===== src/include/phs_consts.svh =====
`ifndef PHS_CONSTS_SVH
`define PHS_CONSTS_SVH

`define PHS_ADDR_W          10
`define PHS_DATA_W          8

`define PHS_OFS_REF_SEL     10'h01c
`define PHS_OFS_HOLD_CTRL   10'h01d
`define PHS_OFS_PLL_STATUS  10'h01f
`define PHS_OFS_IRQ_STATUS  10'h0a0
`define PHS_OFS_IRQ_ENABLE  10'h0a1
`define PHS_OFS_IRQ_CLEAR   10'h0a2

`define PHS_RST_REF_SEL     8'h00
`define PHS_RST_HOLD_CTRL   8'h00
`define PHS_RST_IRQ_ENABLE  3'h0

`define PHS_REF_DIFF_BIT    0
`define PHS_REF_PRIM_PWR    1

`define PHS_HC_HOLD_EN_A    0
`define PHS_HC_EXT_HOLD     1
`define PHS_HC_HOLD_EN_B    2
`define PHS_HC_LD_COMP_EN   3
`define PHS_HC_STAT_DIS     4

`define PHS_ST_DLD          0
`define PHS_ST_PRIM_FREQ    1
`define PHS_ST_SEC_FREQ     2
`define PHS_ST_VCO_FREQ     3
`define PHS_ST_SEC_SEL      4
`define PHS_ST_HOLD_ACT     5
`define PHS_ST_CAL_DONE     6

`define PHS_IRQ_W           3
`define PHS_IRQ_CAL_DONE    0
`define PHS_IRQ_HOLD_ENTER  1
`define PHS_IRQ_LOCK_LOST   2

`endif


===== src/include/phs_pkg.sv =====
`include "phs_consts.svh"

package phs_pkg;

    typedef struct packed {
        logic                   wrStb;
        logic                   rdStb;
        logic [`PHS_ADDR_W-1:0] addr;
        logic [`PHS_DATA_W-1:0] wrData;
    } phs_bus_s;

    typedef struct packed {
        logic calDone;
        logic pllLocked;
        logic ldCompOut;
        logic syncHold;
        logic primaryOk;
        logic secondaryOk;
        logic primaryFreqAbove;
        logic secondaryFreqAbove;
        logic vcoFreqAbove;
    } phs_sense_s;

    typedef enum logic [1:0] {
        PHS_TRACK   = 2'b00,
        PHS_HOLD    = 2'b01,
        PHS_RECOVER = 2'b11
    } phs_hold_e;

endpackage : phs_pkg


===== src/rtl/phs_regs.sv =====
// Contract
// - Reference-select bit 0 picks reference mode: 0 single-ended, 1 differential.
// - Automatic primary/secondary switchover acts only in single-ended mode.
// - Reference-select bit 1 powers the primary reference input on.
// - Holdover control bit 4 set suppresses status register readback.
// - Holdover control bit 3 enables the lock-detect pin comparator.
// - Comparator disabled: automatic holdover sees the lock-detect pin high.
// - Comparator enabled: its result tells whether the PLL was locked.
// - Holdover works only when control bits 2 and 0 are both set.
// - Control bit 1: 0 automatic circuit, 1 sync pin controls holdover.
// - External control takes the automatic controller out of holdover.
// - Status bit 6 reads 1 once VCO calibration has finished.
// - Status bit 5 reads 1 while actually in holdover.
// - Status bit 4 reads 1 when the secondary reference feeds the PLL.
// - Status bit 3 reads 1 when VCO frequency exceeds its threshold.
// - Status bit 2 reads 1 when secondary frequency exceeds its threshold.
// - Status bit 0 reports digital lock detect.
`timescale 1ns/100ps
`default_nettype none
`include "phs_consts.svh"

module phs_regs (
    input  wire logic                   core_clk,
    input  wire logic                   arst_n,
    input  wire logic                   ce,
    input  wire phs_pkg::phs_bus_s      bus,
    input  wire phs_pkg::phs_sense_s    sense,
    output logic [`PHS_DATA_W-1:0]      rdData_q,
    output logic                        irq_q,
    output logic                        diffRefMode,
    output logic                        primaryPowerOn,
    output logic                        ldCompEnable,
    output logic                        useSecondary_q,
    output logic                        holdActive_q
);

    logic [`PHS_DATA_W-1:0] refSel_q;
    logic [`PHS_DATA_W-1:0] holdCtrl_q;
    logic [`PHS_IRQ_W-1:0]  irqStat_q;
    logic [`PHS_IRQ_W-1:0]  irqEn_q;
    logic [`PHS_IRQ_W-1:0]  irqEvt;
    logic [`PHS_DATA_W-1:0] statusWord;
    logic [`PHS_DATA_W-1:0] rdData_d;
    logic                   calDone_q;
    logic                   locked_q;
    logic                   holdEnabled;
    logic                   extHold;
    logic                   ldTrue;
    logic                   selRefOk;
    logic                   useSecondary_d;
    logic                   holdActive_d;
    phs_pkg::phs_hold_e     holdState_q;
    phs_pkg::phs_hold_e     holdState_d;

    function automatic logic hit(input logic [`PHS_ADDR_W-1:0] a,
                                 input logic [`PHS_ADDR_W-1:0] ofs);
        hit = (a == ofs);
    endfunction : hit

    assign diffRefMode    = refSel_q[`PHS_REF_DIFF_BIT];
    assign primaryPowerOn = refSel_q[`PHS_REF_PRIM_PWR];
    assign ldCompEnable   = holdCtrl_q[`PHS_HC_LD_COMP_EN];
    assign holdEnabled    = holdCtrl_q[`PHS_HC_HOLD_EN_B]
                          & holdCtrl_q[`PHS_HC_HOLD_EN_A];
    assign extHold        = holdCtrl_q[`PHS_HC_EXT_HOLD];
    assign ldTrue         = ldCompEnable ? sense.ldCompOut : 1'b1;
    assign selRefOk       = useSecondary_q ? sense.secondaryOk
                                           : sense.primaryOk;

    // Configuration registers
    always_ff @(posedge core_clk or negedge arst_n) begin
        if (!arst_n) begin
            refSel_q   <= `PHS_RST_REF_SEL;
            holdCtrl_q <= `PHS_RST_HOLD_CTRL;
            irqEn_q    <= `PHS_RST_IRQ_ENABLE;
        end else if (ce && bus.wrStb) begin
            if (hit(bus.addr, `PHS_OFS_REF_SEL)) begin
                refSel_q <= bus.wrData;
            end
            if (hit(bus.addr, `PHS_OFS_HOLD_CTRL)) begin
                holdCtrl_q <= bus.wrData;
            end
            if (hit(bus.addr, `PHS_OFS_IRQ_ENABLE)) begin
                irqEn_q <= bus.wrData[`PHS_IRQ_W-1:0];
            end
        end
    end

    // Revertive switchover: fall back to secondary only while primary is bad
    always_comb begin
        useSecondary_d = useSecondary_q;
        if (diffRefMode) begin
            useSecondary_d = 1'b0;
        end else if (sense.primaryOk) begin
            useSecondary_d = 1'b0;
        end else if (sense.secondaryOk) begin
            useSecondary_d = 1'b1;
        end
    end

    always_ff @(posedge core_clk or negedge arst_n) begin
        if (!arst_n) begin
            useSecondary_q <= 1'b0;
        end else if (ce) begin
            useSecondary_q <= useSecondary_d;
        end
    end

    // Automatic holdover controller
    always_comb begin
        holdState_d = holdState_q;
        if (!holdEnabled || extHold) begin
            holdState_d = phs_pkg::PHS_TRACK;
        end else begin
            unique case (holdState_q)
                phs_pkg::PHS_TRACK: begin
                    if (!selRefOk && ldTrue) begin
                        holdState_d = phs_pkg::PHS_HOLD;
                    end
                end
                phs_pkg::PHS_HOLD: begin
                    if (selRefOk) begin
                        holdState_d = phs_pkg::PHS_RECOVER;
                    end
                end
                phs_pkg::PHS_RECOVER: begin
                    if (!selRefOk) begin
                        holdState_d = phs_pkg::PHS_HOLD;
                    end else if (sense.pllLocked) begin
                        holdState_d = phs_pkg::PHS_TRACK;
                    end
                end
                default: begin
                    holdState_d = phs_pkg::PHS_TRACK;
                end
            endcase
        end
    end

    always_ff @(posedge core_clk or negedge arst_n) begin
        if (!arst_n) begin
            holdState_q <= phs_pkg::PHS_TRACK;
        end else if (ce) begin
            holdState_q <= holdState_d;
        end
    end

    // Automatic holdover is active in HOLD only (sync pin rules under external control); RECOVER already tracks the reference
    always_comb begin
        if (!holdEnabled) begin
            holdActive_d = 1'b0;
        end else if (extHold) begin
            holdActive_d = sense.syncHold;
        end else begin
            holdActive_d = (holdState_d == phs_pkg::PHS_HOLD);
        end
    end

    always_ff @(posedge core_clk or negedge arst_n) begin
        if (!arst_n) begin
            holdActive_q <= 1'b0;
        end else if (ce) begin
            holdActive_q <= holdActive_d;
        end
    end

    // Event history for edge detection
    always_ff @(posedge core_clk or negedge arst_n) begin
        if (!arst_n) begin
            calDone_q <= 1'b0;
            locked_q  <= 1'b0;
        end else if (ce) begin
            calDone_q <= sense.calDone;
            locked_q  <= sense.pllLocked;
        end
    end

    always_comb begin
        irqEvt                      = '0;
        irqEvt[`PHS_IRQ_CAL_DONE]   = sense.calDone & ~calDone_q;
        irqEvt[`PHS_IRQ_HOLD_ENTER] = holdActive_d & ~holdActive_q;
        irqEvt[`PHS_IRQ_LOCK_LOST]  = locked_q & ~sense.pllLocked;
    end

    // Sticky status: a new event wins over a clear in the same cycle
    genvar gi;
    generate
        for (gi = 0; gi < `PHS_IRQ_W; gi = gi + 1) begin : gIrq
            always_ff @(posedge core_clk or negedge arst_n) begin
                if (!arst_n) begin
                    irqStat_q[gi] <= 1'b0;
                end else if (ce) begin
                    if (irqEvt[gi]) begin
                        irqStat_q[gi] <= 1'b1;
                    end else if (bus.wrStb && bus.wrData[gi]
                                 && hit(bus.addr, `PHS_OFS_IRQ_CLEAR)) begin
                        irqStat_q[gi] <= 1'b0;
                    end
                end
            end
        end
    endgenerate

    always_ff @(posedge core_clk or negedge arst_n) begin
        if (!arst_n) begin
            irq_q <= 1'b0;
        end else if (ce) begin
            irq_q <= |(irqStat_q & irqEn_q);
        end
    end

    // Status word is pure readback of live state, nothing stores it
    always_comb begin
        statusWord                    = '0;
        statusWord[`PHS_ST_DLD]       = sense.pllLocked;
        statusWord[`PHS_ST_PRIM_FREQ] = sense.primaryFreqAbove;
        statusWord[`PHS_ST_SEC_FREQ]  = sense.secondaryFreqAbove;
        statusWord[`PHS_ST_VCO_FREQ]  = sense.vcoFreqAbove;
        statusWord[`PHS_ST_SEC_SEL]   = useSecondary_q;
        statusWord[`PHS_ST_HOLD_ACT]  = holdActive_q;
        statusWord[`PHS_ST_CAL_DONE]  = sense.calDone;
    end

    always_comb begin
        rdData_d = '0;
        if (bus.rdStb) begin
            unique case (bus.addr)
                `PHS_OFS_REF_SEL:    rdData_d = refSel_q;
                `PHS_OFS_HOLD_CTRL:  rdData_d = holdCtrl_q;
                `PHS_OFS_PLL_STATUS: begin
                    if (!holdCtrl_q[`PHS_HC_STAT_DIS]) begin
                        rdData_d = statusWord;
                    end
                end
                `PHS_OFS_IRQ_STATUS: rdData_d = {5'h00, irqStat_q};
                `PHS_OFS_IRQ_ENABLE: rdData_d = {5'h00, irqEn_q};
                default:             rdData_d = '0;
            endcase
        end
    end

    // Read data stand only in the cycle after the strobe
    always_ff @(posedge core_clk or negedge arst_n) begin
        if (!arst_n) begin
            rdData_q <= '0;
        end else if (ce) begin
            rdData_q <= rdData_d;
        end
    end
endmodule : phs_regs
`default_nettype wire


===== config.mk =====
export PLATFORM = sky130hd
export DESIGN_NAME = phs_regs
export DESIGN_NICKNAME = d
export VERILOG_FILES = /design/src/include/phs_pkg.sv /design/src/rtl/phs_regs.sv
export VERILOG_INCLUDE_DIRS = /design/src /design/src/include
export SDC_FILE = /design/constraint.sdc
export NUM_CORES = 1
export LEC_CHECK = 0
export ABC_AREA = 1
export BUFFER_PORTS_ARGS = -buffer_cell sky130_fd_sc_hd__buf_4
export CORE_UTILIZATION = 55
export DETAILED_ROUTE_END_ITERATION = 12
export PLACE_DENSITY = 0.81
export SLEW_MARGIN = 20
export SYNTH_ARGS = -nofsm -noshare
export SYNTH_HDL_FRONTEND = slang
export SYNTH_SLANG_ARGS = --single-unit

===== constraint.sdc =====
create_clock -name core_clk -period 2.3 [get_ports core_clk]
set_clock_uncertainty 0.1 [all_clocks]
set_input_delay 0.69 -clock core_clk [delete_from_list [all_inputs] [get_ports core_clk]]
set_output_delay 0.69 -clock core_clk [all_outputs]
set_load 0.005 [all_outputs]

# Word level (Yosys, flattened, before mapping)
# Cells that the tools add are included.
[totals]
reg_bits = 37
input_bits = 32
elab_cells = 76
[op_classes]
eq_ne = 9
muxes = 22
bitwise_logic = 8
n_reduce_logical = 24
[ops]
columns = ["operator", "n"]
rows = [
  ["$pmux W8 S5", 1],
  ["$eq A10 B5 Y1 const B", 3],
  ["$eq A10 B8 Y1 const B", 3],
  ["$reduce_and A2 Y1", 7],
  ["$mux W1", 13],
  ["$mux W2", 5],
  ["$logic_and A1 B1 Y1", 8],
  ["$mux W8", 1],
  ["$mux W7", 1],
  ["$pmux W2 S3", 1],
  ["$reduce_bool A2 Y1", 3],
  ["$and A1 B1 Y1", 4],
  ["$eq A2 B1 Y1 const B", 2],
  ["$and A3 B3 Y3", 1],
  ["$not A1 Y1", 3],
  ["$reduce_bool A3 Y1", 1],
  ["$reduce_or A3 Y1", 1],
  ["$eq A2 B2 Y1 const B", 1],
  ["$logic_not A1 Y1", 2],
  ["$logic_not A2 Y1", 1],
  ["$logic_or A1 B1 Y1", 1],
]

# Longest topological paths before layout
[logic_depth]
depth_word = 12
mapped_depth = 11
depth_no_buf = 10

# Worst setup path before layout
# No wires, ideal clock.
[synth_path]
kind = "input port to flip-flop"
startpoint = "input port bus[17] (netlist bit)"
endpoint = "register refSel_q[4]"
setup_ns = 0.117
arrival_time_ns = 1.512
slack_ns = 0.571
path_stages = 8
n_path_buf = 2
path_cell_list = "nor2_4 -> nand2_2 -> nor2_4 -> buf_6 -> nand3_4 -> buf_6 -> nand2_2 -> o21ai_2"
[synth_via]
elab_chain_len = 2
[synth_lines]
columns = ["element", "line", "rtl"]
rows = [
  ["from (decl)", "phs_regs.sv:26", "input wire phs_pkg::phs_bus_s bus,"],
  ["$eq A10 B5 Y1", "phs_regs.sv:57", "hit = (a == ofs);"],
  ["$reduce_and A2 Y1 (no source line)", "--", ""],
  ["to (signal assigned)", "phs_regs.sv:73", "refSel_q <= `PHS_RST_REF_SEL;"],
  ["to (signal assigned)", "phs_regs.sv:78", "refSel_q <= bus.wrData;"],
  ["to (decl)", "phs_regs.sv:37", "logic [`PHS_DATA_W-1:0] refSel_q;"],
]
# Every way passes these cells.
# A chain may end at the register's enable or synchronous reset.

# Final worst setup path
[layout_path]
startpoint = "register holdCtrl_q[3]"
endpoint = "output port ldCompEnable"
[layout_rtl]
columns = ["element", "line", "rtl"]
rows = [
  ["from (decl)", "phs_regs.sv:38", "logic [`PHS_DATA_W-1:0] holdCtrl_q;"],
  ["from (signal assigned)", "phs_regs.sv:74", "holdCtrl_q <= `PHS_RST_HOLD_CTRL;"],
  ["from (signal assigned)", "phs_regs.sv:81", "holdCtrl_q <= bus.wrData;"],
  ["to (decl)", "phs_regs.sv:32", "output logic ldCompEnable,"],
]
# No word-level cell between the ends.

==> results.md <==
* Pwr Density at 528.5 nW/um^2
* Final number of setup-violating endpoints at 0
* Library cells used by synthesis at 26
* Worst reg-to-reg path cell count at 7
* WP data required at 1.51 ns
* Die height at 62.09 um
* Final Cycle Share at 0.7646
* Synthesized net count at 286
* GRT Residual Overflow at 0
* CP Capture Type: primary output
* Worst slack, placed at about 0.25 ns
* FP Rows at 21
* Crit path depth at 1
* PortBufs at 45
* CORE AREA at 3390 um^2
* Area leader, netlist: dfrtp_1
* Reg2reg start: holdCtrl_q[3]$_DFFE_PN0P_
* Drt total wl at 4578 um
* Num ports at 46
* Initial Util at 0.5858
* Crit-path max FO at 4
* CTS H-tree depth at 2
* Clock Tree Buf Depth at 2
* CP Cell Sequence: buf_4
* Fin cells at around 350
* Highest Clock Rate at 568.6 MHz
* Max stage delay on crit path at around 0.46 ns
* Max-slew violation count at 0
* Post-CTS sizing at 0
* Detail Placement HPWL at 3475 um
* Synth Instances at approximately 250
* Width of the die at between 60 and 70 um
* Post-route cell area at approximately 2400 um^2
* Area contributors post-synth: dfrtp_1, nand2_1, nand3_1
* Post-route minimum period at 1.759 ns
* Buf/Inv on CP at 1
* Clock Latency Late Sink at approximately 0.35 ns
* Sink Count at 37
* Clock root cell: clkbuf_4
* Share of cells above drive strength 1 at 0.2500
* Sequential element share of the synthesized area at 0.4663
* LEAKAGE at 1.263 nW
* Gr usage total at 0.2652
* Post-route setup TNS at 0 ns
* PnR worst setup slack at 0.5414 ns
* Die area at 3855 um^2
* Diode count at 0
* Routed len/inst at between 10 and 15 um
* DR pass1 iterations at 4
* Final Hold Vio Count at 0
* Startpoint Class: register
* Critical Path Sink: ldCompEnable
* Clock transition at the registers of the reported paths at 0.13 ns
* Relative slew slack at 0.6833
* Hold_buf cts at 0
* CP Class: reg2out
* Max IR drop VDD at 0.3184 mV
* Synth top area share at 0.4663
* CP startpoint: holdCtrl_q[3]$_DFFE_PN0P_
* Postcts setup bufs at 0
* First-pass GRT wire length at 7224 um
* Number of synthesis warnings at 0
* Status: complete, no violations
* CTS buffer count at 5
* Fillers at about 290
* Synthesized area at just under 2000 um^2
* MaxCap Viol Count at 0
* RSZ-0062 raised after global routing: no
* Synth Register Bits at 37
* Slowest-stage cell, CP: dfrtp_1
* Measured slew at the worst slew-check pin at 0.4750 ns
* Placed cells at 338
* NumNets Final at 331
* Largest delay share family, worst path: flip-flops
* DR iter-0 viols at 229
* Number of global-route vias before repair at approximately 1500
* CTS tree: done
* Antenna violations before repair at 0
* Drt drc at 0
* Worst R2R Setup Slack at 0.93 ns
* Placed instance area at 2341 um^2
* Worst Hold Class: in2async
* Reg2reg end: irqStat_q[1]$_DFFE_PN0P_
* Gpl congestion at 0.8595
* Pin count of the biggest net entering global routing at 38
* Avg Cell Area, Syn at 7.818 um^2
* Antenna viol nets, final at 0
* Vias at 1809
* Area delta synth->final at 22.37%
* CP Data Arrival Time at 0.97 ns
* Via density at 5.228
[per-stage QoR]
| step | hold WS, ns | util | total power, mW |
|---|---|---|---|
| floorplan | 0.2944 | - | 0.7353 |
| global placement | 0.3640 | 0.6907 | 0.8146 |
| detailed placement | 0.3672 | 0.6907 | 0.8169 |
| CTS | 0.1890 | 0.7169 | 1.288 |
| global route | 0.2111 | 0.7169 | 1.330 |
| finish | 0.1777 | 0.7169 | 1.284 |
[metal layers]
layer	routed length (um)	global-route usage
met1	2215	0.3960
met2	2026	0.3845
met3	288	0.06211
met4	48	0.07302
met5	0	0
[report_power, final]
group	total (mW)	internal (mW)	switching, mW	leakage, nW
clock network	0.480	0.258	0.221	0.0445
registers	0.668	0.660	0.00796	0.499
logic	0.137	0.0573	0.0796	0.720
total	1.28	0.975	0.309	1.26
[cell usage after synthesis]
master	number
nand2_1	62
dfrtp_1	37
nand3_1	35
inv_1	28
o21ai_0	23
nor2_1	22
nand4_1	9
o21ai_2	8
nand2_2	4
nor2_4	4
a21oi_1	3
clkbuf_1	3
buf_2	2
buf_6	2
a31oi_1	1
and2_1	1
buf_1	1
clkinv_1	1
inv_2	1
nand3_2	1
nand3_4	1
nor3_4	1
nor4_1	1
o21bai_1	1
o22ai_1	1
or2_2	1
[kinds of logic after synthesis]
family | Yosys count | synth area share
flip-flops | 37 | 0.4663
AND/OR/NAND/NOR | 142 | 0.3422
AO/OA/AOI/OAI | 37 | 0.1109
buffers and inverters | 38 | 0.08065
[sequential cells by signal, indices dropped and copies added, names as in the netlist]
register / flops
useSecondary_q: 1
holdCtrl_q: 8
irqEn_q: 3
rdData_q: 8
locked_q: 1
irq_q: 1
calDone_q: 1
holdState_q: 2
holdActive_q: 1
refSel_q: 8
irqStat_q: 3
[worst min-delay path by stage]
stage,endpoint,slack [ns],startpoint,cells after the start
detailed placement,rdData_q[5]$_DFFE_PN0P_,0.37,rdData_q[5]$_DFFE_PN0P_,2
CTS,irqStat_q[0]$_DFFE_PN0P_,0.19,arst_n,1
global route,irqStat_q[0]$_DFFE_PN0P_,0.21,arst_n,1
floorplan,calDone_q$_DFFE_PN0P_,0.29,arst_n,0
finish,holdState_q[0]$_DFFE_PN0P_,0.18,arst_n,1
global placement,rdData_q[2]$_DFFE_PN0P_,0.36,rdData_q[2]$_DFFE_PN0P_,2
[final cells by class]
cell class                      count  area [um^2]  area share
Tap cell                           46        57.56     0.02369
Sequential cell                    37        925.9      0.3811
Multi-Input combinational cell    179        899.6      0.3702
Timing Repair Buffer               46        345.3      0.1421
Clock inverter                      2        37.54     0.01545
Clock buffer                        6        51.30     0.02111
Inverter                           30        112.6     0.04634
[placed cells by master, fill, tap and decap left out, types with 3 or more instances in the layout]
cell type and instances:
nor2_4 4, nand2_1 62, clkbuf_4 5, o21ai_2 8, o21ai_0 23, nor2_1 22, a21oi_1 3, inv_1 28
nand2_2 4, dfrtp_1 37, nand3_1 35, buf_4 46, nand4_1 9
No activity file was read; power rests on OpenSTA's default activity.
